`src/b3cfg_pkg.sv`:
```
/*
 Constants, types and helper functions for the third buck regulator
 configuration bank (channels A and B, independent or single phase).
 Assumes an 8-bit register access port behind the serial control interface.
*/
// Overview of operation
// - Channel A standby register holds writable level code in bits 5:0.
// - Channel A standby bit 6 reads back the channel A range bit.
// - Channel A sleep register holds writable level code in bits 5:0.
// - Channel A sleep bit 6 reads back the channel A range bit.
// - Channel A mode register holds writable 4-bit switching mode in bits 3:0.
// - Mode bit 5 selects sleep behaviour: 0 output off, 1 pulse-frequency mode.
// - Config bit 0 picks current limit, 0 high, 1 low; bit 1 spare writable.
// - Config bits 3:2 select switching frequency, reset zero.
// - Config bits 5:4 select phase clock, reset zero.
// - Config bits 7:6 select voltage scaling step speed, reset zero.
// - Channel B normal register holds writable level code in bits 5:0.
// - Channel B normal bit 6 is read-only, set only by configuration load.
// - Channel B standby register holds writable level code in bits 5:0.
// - Channel B standby bit 6 reads back the channel B range bit.
// - Channel B sleep register holds writable level code in bits 5:0.
// - Channel B sleep bit 6 reads back the channel B range bit.
// - Channel A normal register holds writable level plus read-only range bit.
package b3cfg_pkg;

    // Register addresses
    localparam logic [7:0] ADDR_CHA_NORMAL = 8'h3c;
    localparam logic [7:0] ADDR_CHA_STANDBY = 8'h3d;
    localparam logic [7:0] ADDR_CHA_SLEEP = 8'h3e;
    localparam logic [7:0] ADDR_CHA_MODE = 8'h3f;
    localparam logic [7:0] ADDR_CHA_CONFIG = 8'h40;
    localparam logic [7:0] ADDR_CHB_NORMAL = 8'h43;
    localparam logic [7:0] ADDR_CHB_STANDBY = 8'h44;
    localparam logic [7:0] ADDR_CHB_SLEEP = 8'h45;

    // Field positions
    localparam int LEVEL_MSB = 5;
    localparam int RANGE_BIT = 6;
    localparam int MODE_MSB = 3;
    localparam int SLEEP_BEH_BIT = 5;
    localparam int ILIM_BIT = 0;
    localparam int SPARE_BIT = 1;
    localparam int FREQ_LSB = 2;
    localparam int PHASE_LSB = 4;
    localparam int SPEED_LSB = 6;

    // Reset values
    localparam logic [7:0] LEVEL_RST = 8'h00;
    localparam logic [7:0] MODE_RST = 8'h80;
    localparam logic [7:0] CONFIG_RST = 8'h00;
    localparam logic RANGE_RST = 1'b0;

    // Power state codes on the pwr_state input
    localparam logic [1:0] PS_CODE_NORMAL = 2'h0;
    localparam logic [1:0] PS_CODE_STANDBY = 2'h1;
    localparam logic [1:0] PS_CODE_SLEEP = 2'h2;

    typedef enum logic [1:0] {
        PS_NORMAL,
        PS_STANDBY,
        PS_SLEEP
    } b3cfg_pstate_t;

    // Unknown codes fall back to normal so a glitch never drops the rail
    function automatic b3cfg_pstate_t b3cfg_decode_ps(input logic [1:0] code);
        case (code)
            PS_CODE_STANDBY: b3cfg_decode_ps = PS_STANDBY;
            PS_CODE_SLEEP: b3cfg_decode_ps = PS_SLEEP;
            default: b3cfg_decode_ps = PS_NORMAL;
        endcase
    endfunction : b3cfg_decode_ps

    // Read image of a set-point register; bit 7 is always zero
    function automatic logic [7:0] b3cfg_level_byte(input logic rng, input logic [5:0] lvl);
        b3cfg_level_byte = {1'b0, rng, lvl};
    endfunction : b3cfg_level_byte

endpackage : b3cfg_pkg

```
`src/b3cfg_level_sel.sv`:
```
/*
 Per-channel set-point selector: picks the normal, standby or sleep level
 for the current power state and registers it.
 Assumes the power state is already decoded and synchronous to mclk.
*/
`timescale 1ns/1ps
`default_nettype none
module b3cfg_level_sel
    import b3cfg_pkg::*;
(
    // Clock and reset
    input wire logic mclk,
    input wire logic rst_n,
    // Selection inputs
    input wire b3cfg_pstate_t pstate,
    input wire logic [5:0] lvl_normal,
    input wire logic [5:0] lvl_standby,
    input wire logic [5:0] lvl_sleep,
    // Applied set-point
    output logic [5:0] lvl_out,
    output logic lvl_upd
);

    logic [5:0] lvl_d;

    always_comb begin
        case (pstate)
            PS_STANDBY: lvl_d = lvl_standby;
            PS_SLEEP: lvl_d = lvl_sleep;
            default: lvl_d = lvl_normal;
        endcase
    end

    always_ff @(posedge mclk) begin
        if (!rst_n) begin
            lvl_out <= LEVEL_RST[5:0];
            lvl_upd <= 1'b0;
        end else begin
            lvl_out <= lvl_d;
            lvl_upd <= (lvl_d != lvl_out);
        end
    end

endmodule : b3cfg_level_sel
`default_nettype wire

```
`src/b3cfg_regs.sv`:
```
/*
 Configuration register bank for the third buck regulator pair: set-point,
 mode and configuration registers, range bits from configuration load, and
 the applied set-points for each channel by power state.
 Assumes a byte-wide register access port driven by the serial control
 interface, with all inputs synchronous to mclk.
*/
`timescale 1ns/1ps
`default_nettype none
module b3cfg_regs
    import b3cfg_pkg::*;
(
    // Clock and reset
    input wire logic mclk,
    input wire logic rst_n,
    // Register access port
    input wire logic [7:0] reg_addr,
    input wire logic reg_wr_en,
    input wire logic [7:0] reg_wr_data,
    input wire logic reg_rd_en,
    output logic [7:0] reg_rd_data,
    output logic reg_rd_valid,
    output logic reg_addr_miss,
    // Configuration load from one-time or trial configuration
    input wire logic cfg_load,
    input wire logic cfg_range_a,
    input wire logic cfg_range_b,
    // Operating context
    input wire logic [1:0] pwr_state,
    input wire logic single_phase,
    // Channel A applied controls
    output logic [5:0] chan_a_level_out,
    output logic chan_a_range_out,
    output logic chan_a_level_upd,
    output logic [3:0] chan_a_switch_mode,
    output logic chan_a_sleep_off,
    output logic chan_a_sleep_pfm,
    output logic chan_a_current_limit_sel,
    output logic [1:0] chan_a_freq_sel,
    output logic [1:0] chan_a_phase_sel,
    output logic [1:0] chan_a_scaling_speed,
    // Channel B applied set-point
    output logic [5:0] chan_b_level_out,
    output logic chan_b_range_out,
    output logic chan_b_level_upd
);

    // Stored fields
    logic [5:0] chan_a_normal_level_q;
    logic [5:0] chan_a_standby_level_q;
    logic [5:0] chan_a_sleep_level_q;
    logic [3:0] chan_a_switch_mode_q;
    logic chan_a_sleep_behaviour_q;
    logic chan_a_current_limit_sel_q;
    logic chan_a_spare_q;
    logic [1:0] chan_a_freq_sel_q;
    logic [1:0] chan_a_phase_sel_q;
    logic [1:0] chan_a_scaling_speed_q;
    logic [5:0] chan_b_normal_level_q;
    logic [5:0] chan_b_standby_level_q;
    logic [5:0] chan_b_sleep_level_q;
    logic chan_a_range_q;
    logic chan_b_range_q;

    // Write decode
    logic wr_cha_normal;
    logic wr_cha_standby;
    logic wr_cha_sleep;
    logic wr_cha_mode;
    logic wr_cha_config;
    logic wr_chb_normal;
    logic wr_chb_standby;
    logic wr_chb_sleep;

    // Read path
    logic [7:0] rd_data_d;
    logic rd_miss_d;

    // Power state handling
    b3cfg_pstate_t pstate;
    logic [5:0] b_sel_normal;
    logic [5:0] b_sel_standby;
    logic [5:0] b_sel_sleep;
    logic [5:0] b_lvl;
    logic b_upd;

    // Strobe and address go in as arguments so each assign sees every operand change
    function automatic logic wr_hit(input logic en, input logic [7:0] a, input logic [7:0] target);
        wr_hit = en && (a == target);
    endfunction : wr_hit

    assign wr_cha_normal = wr_hit(reg_wr_en, reg_addr, ADDR_CHA_NORMAL);
    assign wr_cha_standby = wr_hit(reg_wr_en, reg_addr, ADDR_CHA_STANDBY);
    assign wr_cha_sleep = wr_hit(reg_wr_en, reg_addr, ADDR_CHA_SLEEP);
    assign wr_cha_mode = wr_hit(reg_wr_en, reg_addr, ADDR_CHA_MODE);
    assign wr_cha_config = wr_hit(reg_wr_en, reg_addr, ADDR_CHA_CONFIG);
    assign wr_chb_normal = wr_hit(reg_wr_en, reg_addr, ADDR_CHB_NORMAL);
    assign wr_chb_standby = wr_hit(reg_wr_en, reg_addr, ADDR_CHB_STANDBY);
    assign wr_chb_sleep = wr_hit(reg_wr_en, reg_addr, ADDR_CHB_SLEEP);

    // Channel A set-points
    always_ff @(posedge mclk) begin
        if (!rst_n) begin
            chan_a_normal_level_q <= LEVEL_RST[5:0];
        end else if (wr_cha_normal) begin
            chan_a_normal_level_q <= reg_wr_data[LEVEL_MSB:0];
        end
    end

    always_ff @(posedge mclk) begin
        if (!rst_n) begin
            chan_a_standby_level_q <= LEVEL_RST[5:0];
        end else if (wr_cha_standby) begin
            chan_a_standby_level_q <= reg_wr_data[LEVEL_MSB:0];
        end
    end

    always_ff @(posedge mclk) begin
        if (!rst_n) begin
            chan_a_sleep_level_q <= LEVEL_RST[5:0];
        end else if (wr_cha_sleep) begin
            chan_a_sleep_level_q <= reg_wr_data[LEVEL_MSB:0];
        end
    end

    // Channel A mode; bit 4 and bits 7:6 are not stored
    always_ff @(posedge mclk) begin
        if (!rst_n) begin
            chan_a_switch_mode_q <= MODE_RST[MODE_MSB:0];
        end else if (wr_cha_mode) begin
            chan_a_switch_mode_q <= reg_wr_data[MODE_MSB:0];
        end
    end

    always_ff @(posedge mclk) begin
        if (!rst_n) begin
            chan_a_sleep_behaviour_q <= MODE_RST[SLEEP_BEH_BIT];
        end else if (wr_cha_mode) begin
            chan_a_sleep_behaviour_q <= reg_wr_data[SLEEP_BEH_BIT];
        end
    end

    // Channel A configuration; every bit is writable, the spare included
    always_ff @(posedge mclk) begin
        if (!rst_n) begin
            chan_a_current_limit_sel_q <= CONFIG_RST[ILIM_BIT];
        end else if (wr_cha_config) begin
            chan_a_current_limit_sel_q <= reg_wr_data[ILIM_BIT];
        end
    end

    always_ff @(posedge mclk) begin
        if (!rst_n) begin
            chan_a_spare_q <= CONFIG_RST[SPARE_BIT];
        end else if (wr_cha_config) begin
            chan_a_spare_q <= reg_wr_data[SPARE_BIT];
        end
    end

    always_ff @(posedge mclk) begin
        if (!rst_n) begin
            chan_a_freq_sel_q <= CONFIG_RST[FREQ_LSB +: 2];
        end else if (wr_cha_config) begin
            chan_a_freq_sel_q <= reg_wr_data[FREQ_LSB +: 2];
        end
    end

    always_ff @(posedge mclk) begin
        if (!rst_n) begin
            chan_a_phase_sel_q <= CONFIG_RST[PHASE_LSB +: 2];
        end else if (wr_cha_config) begin
            chan_a_phase_sel_q <= reg_wr_data[PHASE_LSB +: 2];
        end
    end

    always_ff @(posedge mclk) begin
        if (!rst_n) begin
            chan_a_scaling_speed_q <= CONFIG_RST[SPEED_LSB +: 2];
        end else if (wr_cha_config) begin
            chan_a_scaling_speed_q <= reg_wr_data[SPEED_LSB +: 2];
        end
    end

    // Channel B set-points
    always_ff @(posedge mclk) begin
        if (!rst_n) begin
            chan_b_normal_level_q <= LEVEL_RST[5:0];
        end else if (wr_chb_normal) begin
            chan_b_normal_level_q <= reg_wr_data[LEVEL_MSB:0];
        end
    end

    always_ff @(posedge mclk) begin
        if (!rst_n) begin
            chan_b_standby_level_q <= LEVEL_RST[5:0];
        end else if (wr_chb_standby) begin
            chan_b_standby_level_q <= reg_wr_data[LEVEL_MSB:0];
        end
    end

    always_ff @(posedge mclk) begin
        if (!rst_n) begin
            chan_b_sleep_level_q <= LEVEL_RST[5:0];
        end else if (wr_chb_sleep) begin
            chan_b_sleep_level_q <= reg_wr_data[LEVEL_MSB:0];
        end
    end

    // Range bits come only from a configuration load, never from a bus write.
    // They are captured by a clocked load so reset only ever forces a constant.
    always_ff @(posedge mclk) begin
        if (!rst_n) begin
            chan_a_range_q <= RANGE_RST;
            chan_b_range_q <= RANGE_RST;
        end else if (cfg_load) begin
            chan_a_range_q <= cfg_range_a;
            chan_b_range_q <= cfg_range_b;
        end
    end

    // Read multiplexer; set-point registers share one range bit per channel
    always_comb begin
        rd_data_d = 8'h00;
        rd_miss_d = 1'b0;
        case (reg_addr)
            ADDR_CHA_NORMAL: begin
                rd_data_d = b3cfg_level_byte(chan_a_range_q, chan_a_normal_level_q);
            end
            ADDR_CHA_STANDBY: begin
                rd_data_d = b3cfg_level_byte(chan_a_range_q, chan_a_standby_level_q);
            end
            ADDR_CHA_SLEEP: begin
                rd_data_d = b3cfg_level_byte(chan_a_range_q, chan_a_sleep_level_q);
            end
            ADDR_CHA_MODE: begin
                rd_data_d = {2'b00, chan_a_sleep_behaviour_q, 1'b0, chan_a_switch_mode_q};
            end
            ADDR_CHA_CONFIG: begin
                rd_data_d = {chan_a_scaling_speed_q, chan_a_phase_sel_q, chan_a_freq_sel_q,
                    chan_a_spare_q, chan_a_current_limit_sel_q};
            end
            ADDR_CHB_NORMAL: begin
                rd_data_d = b3cfg_level_byte(chan_b_range_q, chan_b_normal_level_q);
            end
            ADDR_CHB_STANDBY: begin
                rd_data_d = b3cfg_level_byte(chan_b_range_q, chan_b_standby_level_q);
            end
            ADDR_CHB_SLEEP: begin
                rd_data_d = b3cfg_level_byte(chan_b_range_q, chan_b_sleep_level_q);
            end
            default: begin
                rd_data_d = 8'h00;
                rd_miss_d = 1'b1;
            end
        endcase
    end

    // Read answer one cycle after the strobe; data holds until the next read
    always_ff @(posedge mclk) begin
        if (!rst_n) begin
            reg_rd_data <= 8'h00;
        end else if (reg_rd_en) begin
            reg_rd_data <= rd_data_d;
        end
    end

    always_ff @(posedge mclk) begin
        if (!rst_n) begin
            reg_rd_valid <= 1'b0;
            reg_addr_miss <= 1'b0;
        end else begin
            reg_rd_valid <= reg_rd_en;
            reg_addr_miss <= reg_rd_en && rd_miss_d;
        end
    end

    // Power state
    assign pstate = b3cfg_decode_ps(pwr_state);

    // In single phase both halves run off the channel A set-points
    assign b_sel_normal = single_phase ? chan_a_normal_level_q : chan_b_normal_level_q;
    assign b_sel_standby = single_phase ? chan_a_standby_level_q : chan_b_standby_level_q;
    assign b_sel_sleep = single_phase ? chan_a_sleep_level_q : chan_b_sleep_level_q;

    b3cfg_level_sel u_sel_a (
        .mclk(mclk),
        .rst_n(rst_n),
        .pstate(pstate),
        .lvl_normal(chan_a_normal_level_q),
        .lvl_standby(chan_a_standby_level_q),
        .lvl_sleep(chan_a_sleep_level_q),
        .lvl_out(chan_a_level_out),
        .lvl_upd(chan_a_level_upd)
    );

    b3cfg_level_sel u_sel_b (
        .mclk(mclk),
        .rst_n(rst_n),
        .pstate(pstate),
        .lvl_normal(b_sel_normal),
        .lvl_standby(b_sel_standby),
        .lvl_sleep(b_sel_sleep),
        .lvl_out(b_lvl),
        .lvl_upd(b_upd)
    );

    assign chan_b_level_out = b_lvl;
    assign chan_b_level_upd = b_upd;

    // Applied range and switching controls, registered alongside the level
    always_ff @(posedge mclk) begin
        if (!rst_n) begin
            chan_a_range_out <= RANGE_RST;
            chan_b_range_out <= RANGE_RST;
        end else begin
            chan_a_range_out <= chan_a_range_q;
            chan_b_range_out <= single_phase ? chan_a_range_q : chan_b_range_q;
        end
    end

    always_ff @(posedge mclk) begin
        if (!rst_n) begin
            chan_a_switch_mode <= MODE_RST[MODE_MSB:0];
            chan_a_current_limit_sel <= CONFIG_RST[ILIM_BIT];
            chan_a_freq_sel <= CONFIG_RST[FREQ_LSB +: 2];
            chan_a_phase_sel <= CONFIG_RST[PHASE_LSB +: 2];
            chan_a_scaling_speed <= CONFIG_RST[SPEED_LSB +: 2];
        end else begin
            chan_a_switch_mode <= chan_a_switch_mode_q;
            chan_a_current_limit_sel <= chan_a_current_limit_sel_q;
            chan_a_freq_sel <= chan_a_freq_sel_q;
            chan_a_phase_sel <= chan_a_phase_sel_q;
            chan_a_scaling_speed <= chan_a_scaling_speed_q;
        end
    end

    // Sleep behaviour only matters while asleep; both flags stay low otherwise
    always_ff @(posedge mclk) begin
        if (!rst_n) begin
            chan_a_sleep_off <= 1'b0;
            chan_a_sleep_pfm <= 1'b0;
        end else begin
            chan_a_sleep_off <= (pstate == PS_SLEEP) && !chan_a_sleep_behaviour_q;
            chan_a_sleep_pfm <= (pstate == PS_SLEEP) && chan_a_sleep_behaviour_q;
        end
    end

endmodule : b3cfg_regs
`default_nettype wire

```
`config.mk`:
```
export PLATFORM = sky130hd
export DESIGN_NAME = b3cfg_regs
export DESIGN_NICKNAME = d
export VERILOG_FILES = /design/src/b3cfg_pkg.sv /design/src/b3cfg_level_sel.sv /design/src/b3cfg_regs.sv
export SDC_FILE = /design/constraint.sdc
export NUM_CORES = 1
export LEC_CHECK = 0
export ABC_CLOCK_PERIOD_IN_PS = 2230
export BUFFER_PORTS_ARGS = -buffer_cell sky130_fd_sc_hd__buf_2
export CAP_MARGIN = 20
export CORE_ASPECT_RATIO = 0.7
export CORE_UTILIZATION = 50
export CTS_CLUSTER_DIAMETER = 80
export CTS_CLUSTER_SIZE = 28
export DETAILED_ROUTE_END_ITERATION = 7
export GPL_ROUTABILITY_DRIVEN = 0
export PLACE_DENSITY = 0.78
export RECOVER_POWER = 100
export SLEW_MARGIN = 15
export SYNTH_ARGS = -nofsm -noshare
export SYNTH_HDL_FRONTEND = slang
export SYNTH_SLANG_ARGS = --single-unit
```
`constraint.sdc`:
```
create_clock -name mclk -period 2.23 [get_ports mclk]
set_clock_uncertainty 0.2 [all_clocks]
set_input_delay 0.1115 -clock mclk [delete_from_list [all_inputs] [get_ports mclk]]
set_output_delay 0.1115 -clock mclk [all_outputs]
set_load 0.01 [all_outputs]
```
==> results.json, run 1 <==
{
  "synth.area.mux_share_pct": 18.6,
  "wl_met2_mm": 4.55,
  "final-seq-area_um2": 1800,
  "avgSynthCellArea_um2": 10.2,
  "grt_max_degree": 41,
  "synthArstFlopShare_pct": 0,
  "p_leak_uw": 0.00209,
  "postCtsResizedCells": 0,
  "run_status": "finished, violations left",
  "dieArea_um2": 8700,
  "clockRootBuffer": "clkbuf_16",
  "multi_input_area_um2": 2210,
  "initial_core_util_pct": 52.2,
  "syn_area_um2": 4160,
  "min_period_over_period_pct": 90.6,
  "synth-compound-area-share_pct": 10.5,
  "finalSetupViolCount": 0,
  "yosys.area_share.simple_pct": 20.7,
  "clock_path_buffers": 2,
  "yosysSeqAreaShare_pct": 43.3,
  "hold_path_class": "in2reg",
  "crit_type": "reg2reg",
  "synth_fp_nets": 436,
  "clkSinkCount": 90,
  "violations": "DRC",
  "synthTopCellsByArea": "dfxtp_1 (43%), mux2i_1 (13%), nor2b_1 (9.0%)",
  "synth_xor_area_share_pct": 2.92,
  "rsz0062_at_grt": "false",
  "post_drt_wl_per_cell_um": 18.5,
  "synth_seq_cells": 90,
  "wl_met3_mm": 1.03,
  "cts_buffers": 9,
  "ir_drop_mv": 0.425,
  "nNetsFinal": 507,
  "grt_usage_pct": 26.2,
  "firstDrtPassIters": 7,
  "cp_max_fo": 3,
  "viasPerCell": 5.68,
  "io_buffers": 64,
  "grt_overflow_total": 0,
  "synth_top_cell_area_share_pct": 43.3,
  "yosysMostFrequentCell": "dfxtp_1",
  "wl_met1_mm": 5.11,
  "clkSlewWorstSetupHoldPaths_ps": 60,
  "drtAntennaViolNets": 0,
  "chipHeight_um": 78.3,
  "synth_top_family_by_area": "simple AND/OR/NAND/NOR gates",
  "drc_errors": 12,
  "antenna_found_initial": 0,
  "syn_inst": 408,
  "diodes": 0,
  "rows": 27,
  "slew_viol_final": 0,
  "tightestPinTransition_ps": 1260,
  "drt-initial-drc-count": 301,
  "drive_gt1_share_pct": 16.3,
  "startpoint_type": "flip-flop",
  "grt_pass1_vias": 3199,
  "finalSetupTns_ps": 0,
  "fmax_mhz": 495,
  "synth_edf_count": 0,
  "totalWireLength_mm": 10.8,
  "ys.flop_type": "dfxtp_1",
  "io_pins": 65,
  "total_power_uw": 3570,
  "crit_required_ps": 2260,
  "cts_setup_buffers": 0,
  "hold_ws_ps": 7.56,
  "drv_cap": 0,
  "highest_layer": "met4",
  "cts-htree-levels": 3,
  "period_needed_ps": 2020,
  "grt_first_pass_wirelength_mm": 17.3,
  "fill_cells": 685,
  "utilization_pct": 62.5,
  "synth_area_leader_cell": "dfxtp_1",
  "die_w_um": 111,
  "synth_cell_type_count": 44,
  "postCtsHoldBufs": 13,
  "cts_tree": "built",
  "worstPathArrival_ps": 2050,
  "end_kind": "flip-flop",
  "core_area_um2": 7970,
  "p_per_area_nw_per_um2": 718,
  "num_vias": 3324,
  "clock_latency_ps": 340,
  "hpwlAfterDp_mm": 7.80,
  "hold_viol_final": 0,
  "synth_common_cells": "dfxtp_1 (90), nor2b_1 (60), mux2i_1 (56), and2_1 (24), clkbuf_1 (22)",
  "synthAdderAreaFrac_pct": 0.601,
  "synth_warnings": 0,
  "area_delta_synth_final_pct": 19.6,
  "relSlewSlack_pct": 16.3
}
-- final timing paths --
path	start	end	slack, ps	cells after the start
setup reg to reg	chan_a_sleep_level_q[2]	u_sel_b.lvl_upd	210	5
hold / removal	single_phase	chan_b_range_out	8	3
setup / recovery	chan_a_sleep_level_q[2]	u_sel_b.lvl_upd	210	5
hold reg to reg	chan_a_sleep_behaviour_q	chan_a_sleep_off	280	1
-- logic make-up after synthesis --
family	after synthesis
adders and majority gates	2
DFF	90
buffers and inverters	34
AOI/OAI and AO/OA	58
xor gates and xnor gates	13
and+or+nand+nor	142
muxes	69
-- layout make-up --
cell class,instances,share of cell area (%)
repair buffers,90,9.72
clock inverters,5,1.71
multi-input cells,284,44.5
inverters,4,0.302
clock buffers,11,5.08
well taps,101,2.54
flip-flops and latches,90,36.2
-- per-stage QoR --
step,worst slack (ps),cell area (µm²),std cells
2_1_floorplan,168,4160,408
3_3_place_gp,9.34,4590,556
3_5_place_dp,-87.6,4590,556
4_1_cts,205,5060,585
5_1_grt,109,4980,585
6_report,209,4980,585
-- layout by cell type (no fill, tap or decap), types with 7 or more instances in the layout --
cell type / instances
nand2b_1: 8
mux2i_1: 56
and2_1: 14
and2_0: 10
clkbuf_16: 9
nand3_1: 11
buf_2: 23
o21ai_0: 9
nand4_1: 9
clkbuf_1: 43
dfxtp_1: 90
dlygate4sd3_1: 13
a21boi_0: 7
mux2_2: 7
nor2b_1: 60
a21oi_1: 8
nand2_1: 9
buf_4: 9
-- registers in the layout, indices dropped and copies added, names as in the netlist, 2 cells and up --
register and count:
chan_a_switch_mode_q 4, chan_b_sleep_level_q 6, chan_a_phase_sel 2, chan_a_phase_sel_q 2, chan_a_normal_level_q 6, chan_a_sleep_level_q 6, u_sel_b.lvl_out 6, chan_a_standby_level_q 6
chan_a_freq_sel 2, chan_b_normal_level_q 6, u_sel_a.lvl_out 6, chan_a_scaling_speed_q 2, chan_b_standby_level_q 6, reg_rd_data 8, chan_a_switch_mode 4, chan_a_freq_sel_q 2
chan_a_scaling_speed 2
-- critical path: stages, from the launching register on --
cell     delay, ps
dfxtp_1        340
a22o_2         250
mux4_2         500
xnor2_1        180
nand4_1        130
o31a_1         310
-- report_power, final --
group          total [µW]  switching [µW]  internal, µW  leakage [µW]
clock                1680             632          1050      0.000162
combinational         256             148           109       0.00120
sequential           1640            10.7          1630      0.000727
total                3570             791          2780       0.00209
-- routing by layer --
metal,GRT usage [%],up-vias
met2,39.6,151
met1,36.0,1588
met5,0,-
met4,7.70,0
met3,8.03,13
li1,-,1572
Power figures use the tool's default switching activity.
==> inputs of run 2 (changes only) <==
- CORE_UTILIZATION: 50 -> 49
- PLACE_DENSITY: 0.78 -> 0.76
- SYNTH_HIERARCHICAL: unset -> 1
==> run 2 against run 1 <==
Effect of this change: the flow now finishes without violations; clock power is 4% higher; highest routed layer unchanged; combinational power grew 35%; critical path depth is 2 higher; maximum frequency increased by 3.3%; core utilization shrank 2.0 points; sequential share of layout area fell by 0.87 points.
==> results.json, run 2 <==
{
  "run_status": "complete, no violations",
  "hpwlAfterDp_mm": 8.13,
  "totalWireLength_mm": 11.3,
  "io_pins": 65,
  "finalSetupViolCount": 0,
  "utilization_pct": 60.4,
  "nNetsFinal": 541,
  "worstPathArrival_ps": 2000,
  "synthTopCellsByArea": "dfxtp_1 (42%), mux2i_1 (11%), nor2b_1 (7.4%)",
  "min_to": "reg_rd_data[6]",
  "finalSetupTns_ps": 0,
  "grt_usage_pct": 26.2,
  "finalWorstSetupSlack_ps": 273,
  "firstDrtPassIters": 5,
  "busiest_layer": "met2",
  "total_power_uw": 3740,
  "yosysSeqAreaShare_pct": 42.3,
  "layout_common_cells": "dfxtp_1 (90), nor2b_1 (50), mux2i_1 (45), clkbuf_1 (42), o21ai_0 (25)",
  "synth_seq_cells": 90,
  "area_delta_synth_final_pct": 19.9,
  "slew_viol_final": 0,
  "die_w_um": 113,
  "relSlewSlack_pct": 34.8,
  "yosysMostFrequentCell": "dfxtp_1",
  "diodes": 0,
  "cts_tree": "built",
  "end_kind": "flip-flop",
  "grt_util_met3_pct": 8.28,
  "period_needed_ps": 1960,
  "reg2reg_depth": 5,
  "fmax_mhz": 511,
  "startpoint_type": "primary input",
  "drt-initial-drc-count": 333,
  "hold_depth": 4,
  "synth_top_cell_area_share_pct": 42.3,
  "grt_overflow_total": 0,
  "min_period_over_period_pct": 87.8,
  "ir_drop_mv": 0.471,
  "clockRootBuffer": "clkbuf_16",
  "dieArea_um2": 9070,
  "initial_core_util_pct": 50.4,
  "synth_edf_count": 0,
  "synthArstFlopShare_pct": 0,
  "final_common_cell": "dfxtp_1",
  "fill_cells": 761,
  "core_area_um2": 8440,
  "grt_use_met1_pct": 36.4,
  "post_drt_wl_per_cell_um": 17.7,
  "postCtsResizedCells": 0,
  "r2r_slack_ps": 280,
  "cts_buffers": 9,
  "clock_path_buffers": 2,
  "min_from": "reg_addr[0]",
  "viasPerCell": 5.70,
  "avgSynthCellArea_um2": 9.87,
  "synth_cell_type_count": 45,
  "hold_viol_final": 0,
  "synth_common_cells": "dfxtp_1 (90), nor2b_1 (50), mux2i_1 (45), mux2_2 (24), o21ai_0 (24)",
  "synth_warnings": 6,
  "drv_cap": 0,
  "place_ws_ps": 64.5,
  "largest_reg_flops": 8,
  "drc_errors": 0,
  "grt_first_pass_wirelength_mm": 17.9,
  "rows": 28,
  "grt_pass1_vias": 3491,
  "drive_gt1_share_pct": 16.5,
  "synth_fp_nets": 461,
  "io_buffers": 64,
  "p_per_area_nw_per_um2": 732,
  "ys.flop_type": "dfxtp_1",
  "rsz0062_at_grt": "false",
  "p_leak_uw": 0.00215,
  "num_vias": 3623,
  "reg2reg_to": "u_sel_b/lvl_upd",
  "hold_ws_ps": 149,
  "grtUsageMet2_pct": 37.5,
  "crit_required_ps": 2270,
  "timing.rr.start": "chan_a_sleep_level_q[5]",
  "syn_inst": 431,
  "tightestPinTransition_ps": 979,
  "chipHeight_um": 80.0,
  "largest_register": "reg_rd_data",
  "clkSlewWorstSetupHoldPaths_ps": 70,
  "antenna_found_initial": 0,
  "hold_path_class": "in2reg",
  "grt_max_degree": 34,
  "syn_area_um2": 4260,
  "cts-htree-levels": 3,
  "clkSinkCount": 90,
  "synth_area_leader_cell": "dfxtp_1",
  "cp_max_fo": 15,
  "clock_latency_ps": 350,
  "drtAntennaViolNets": 0,
  "crit_type": "in2reg"
}
-- run 2: cell types whose count changed in the layout (fill, tap and decap cells not counted), moves of 7 or more --
cell     before  now
a221o_1       0    8
mux2_2        7   24
mux2i_1      56   45
nand2_1       9   21
nand3_1      11   22
nor2b_1      60   50
nor3_1        3   10
o21a_1        1    8
o21ai_0       9   25
-- run 2: worst max path at each step --
| stage | startpoint | endpoint | slack [ps] | cells past startpoint |
|---|---|---|---|---|
| finish | reg_addr[2] | chan_a_standby_level_q[1] | 270 | 7 |
| global route | reg_addr[2] | chan_a_switch_mode_q[2] | 150 | 7 |
| CTS | chan_a_sleep_level_q[5] | u_sel_b/lvl_upd | 320 | 5 |
| detailed placement | pwr_state[1] | u_sel_b/lvl_upd | 60 | 7 |
| global placement | pwr_state[1] | u_sel_a/lvl_upd | 140 | 7 |
| floorplan | single_phase | u_sel_b/lvl_upd | 0.2 | 7 |
-- run 2: critical path: stages --
cell	delay [ps]
clkbuf_1	520
and2_0	240
and2_1	150
buf_4	200
nand3_1	410
mux2i_1	290
nor2b_1	60
-- run 2: cell families (layout without fill, tap and decap cells) --
| kind of cell | after synthesis | after routing | share of synthesized area [%] |
|---|---|---|---|
| AOI/OAI and AO/OA | 81 | 81 | 13.6 |
| xor gates and xnor gates | 5 | 5 | 1.03 |
| adders and majority gates | 4 | 4 | 1.18 |
| buffers and inverters | 33 | 118 | 4.06 |
| DFF | 90 | 90 | 42.3 |
| muxes | 70 | 70 | 17.5 |
| and+or+nand+nor | 148 | 148 | 20.3 |
-- run 2: metrics by stage --
| step | instances | area (µm²) |
|---|---|---|
| floorplan | 431 | 4260 |
| global placement | 606 | 4700 |
| detailed placement | 606 | 4700 |
| CTS | 636 | 5180 |
| global route | 636 | 5100 |
| finish | 636 | 5100 |
-- run 2: timing repair --
item	in CTS	in global routing
hold buffers	14	0
setup endpoints to repair	0	0
setup buffers	0	0
hold endpoints to repair	62	0
-- run 2: final cells by class --
cell class | count | area (µm²) | area share [%]
Tap cell | 120 | 150 | 2.94
Timing Repair Buffer | 93 | 515 | 10.1
Clock inverter | 7 | 116 | 2.28
Sequential cell | 90 | 1800 | 35.3
Multi-Input combinational cell | 308 | 2260 | 44.3
Clock buffer | 9 | 225 | 4.41
Inverter | 9 | 33.8 | 0.662
-- run 2: per-layer routing --
| layer | vias up | share of wire (%) | wire length (µm) |
|---|---|---|---|
| met5 | - | 0 | 0 |
| met4 | 0 | 2.0 | 231 |
| met3 | 25 | 8.5 | 961 |
| met2 | 154 | 42 | 4780 |
| met1 | 1732 | 47 | 5300 |
| li1 | 1712 | - | - |
-- run 2: power by group --
group          switching, µW  internal [µW]  leakage [µW]
sequential              16.7           1630      0.000729
clock                    646           1090      0.000166
combinational            196            151       0.00126
total                    858           2880       0.00215
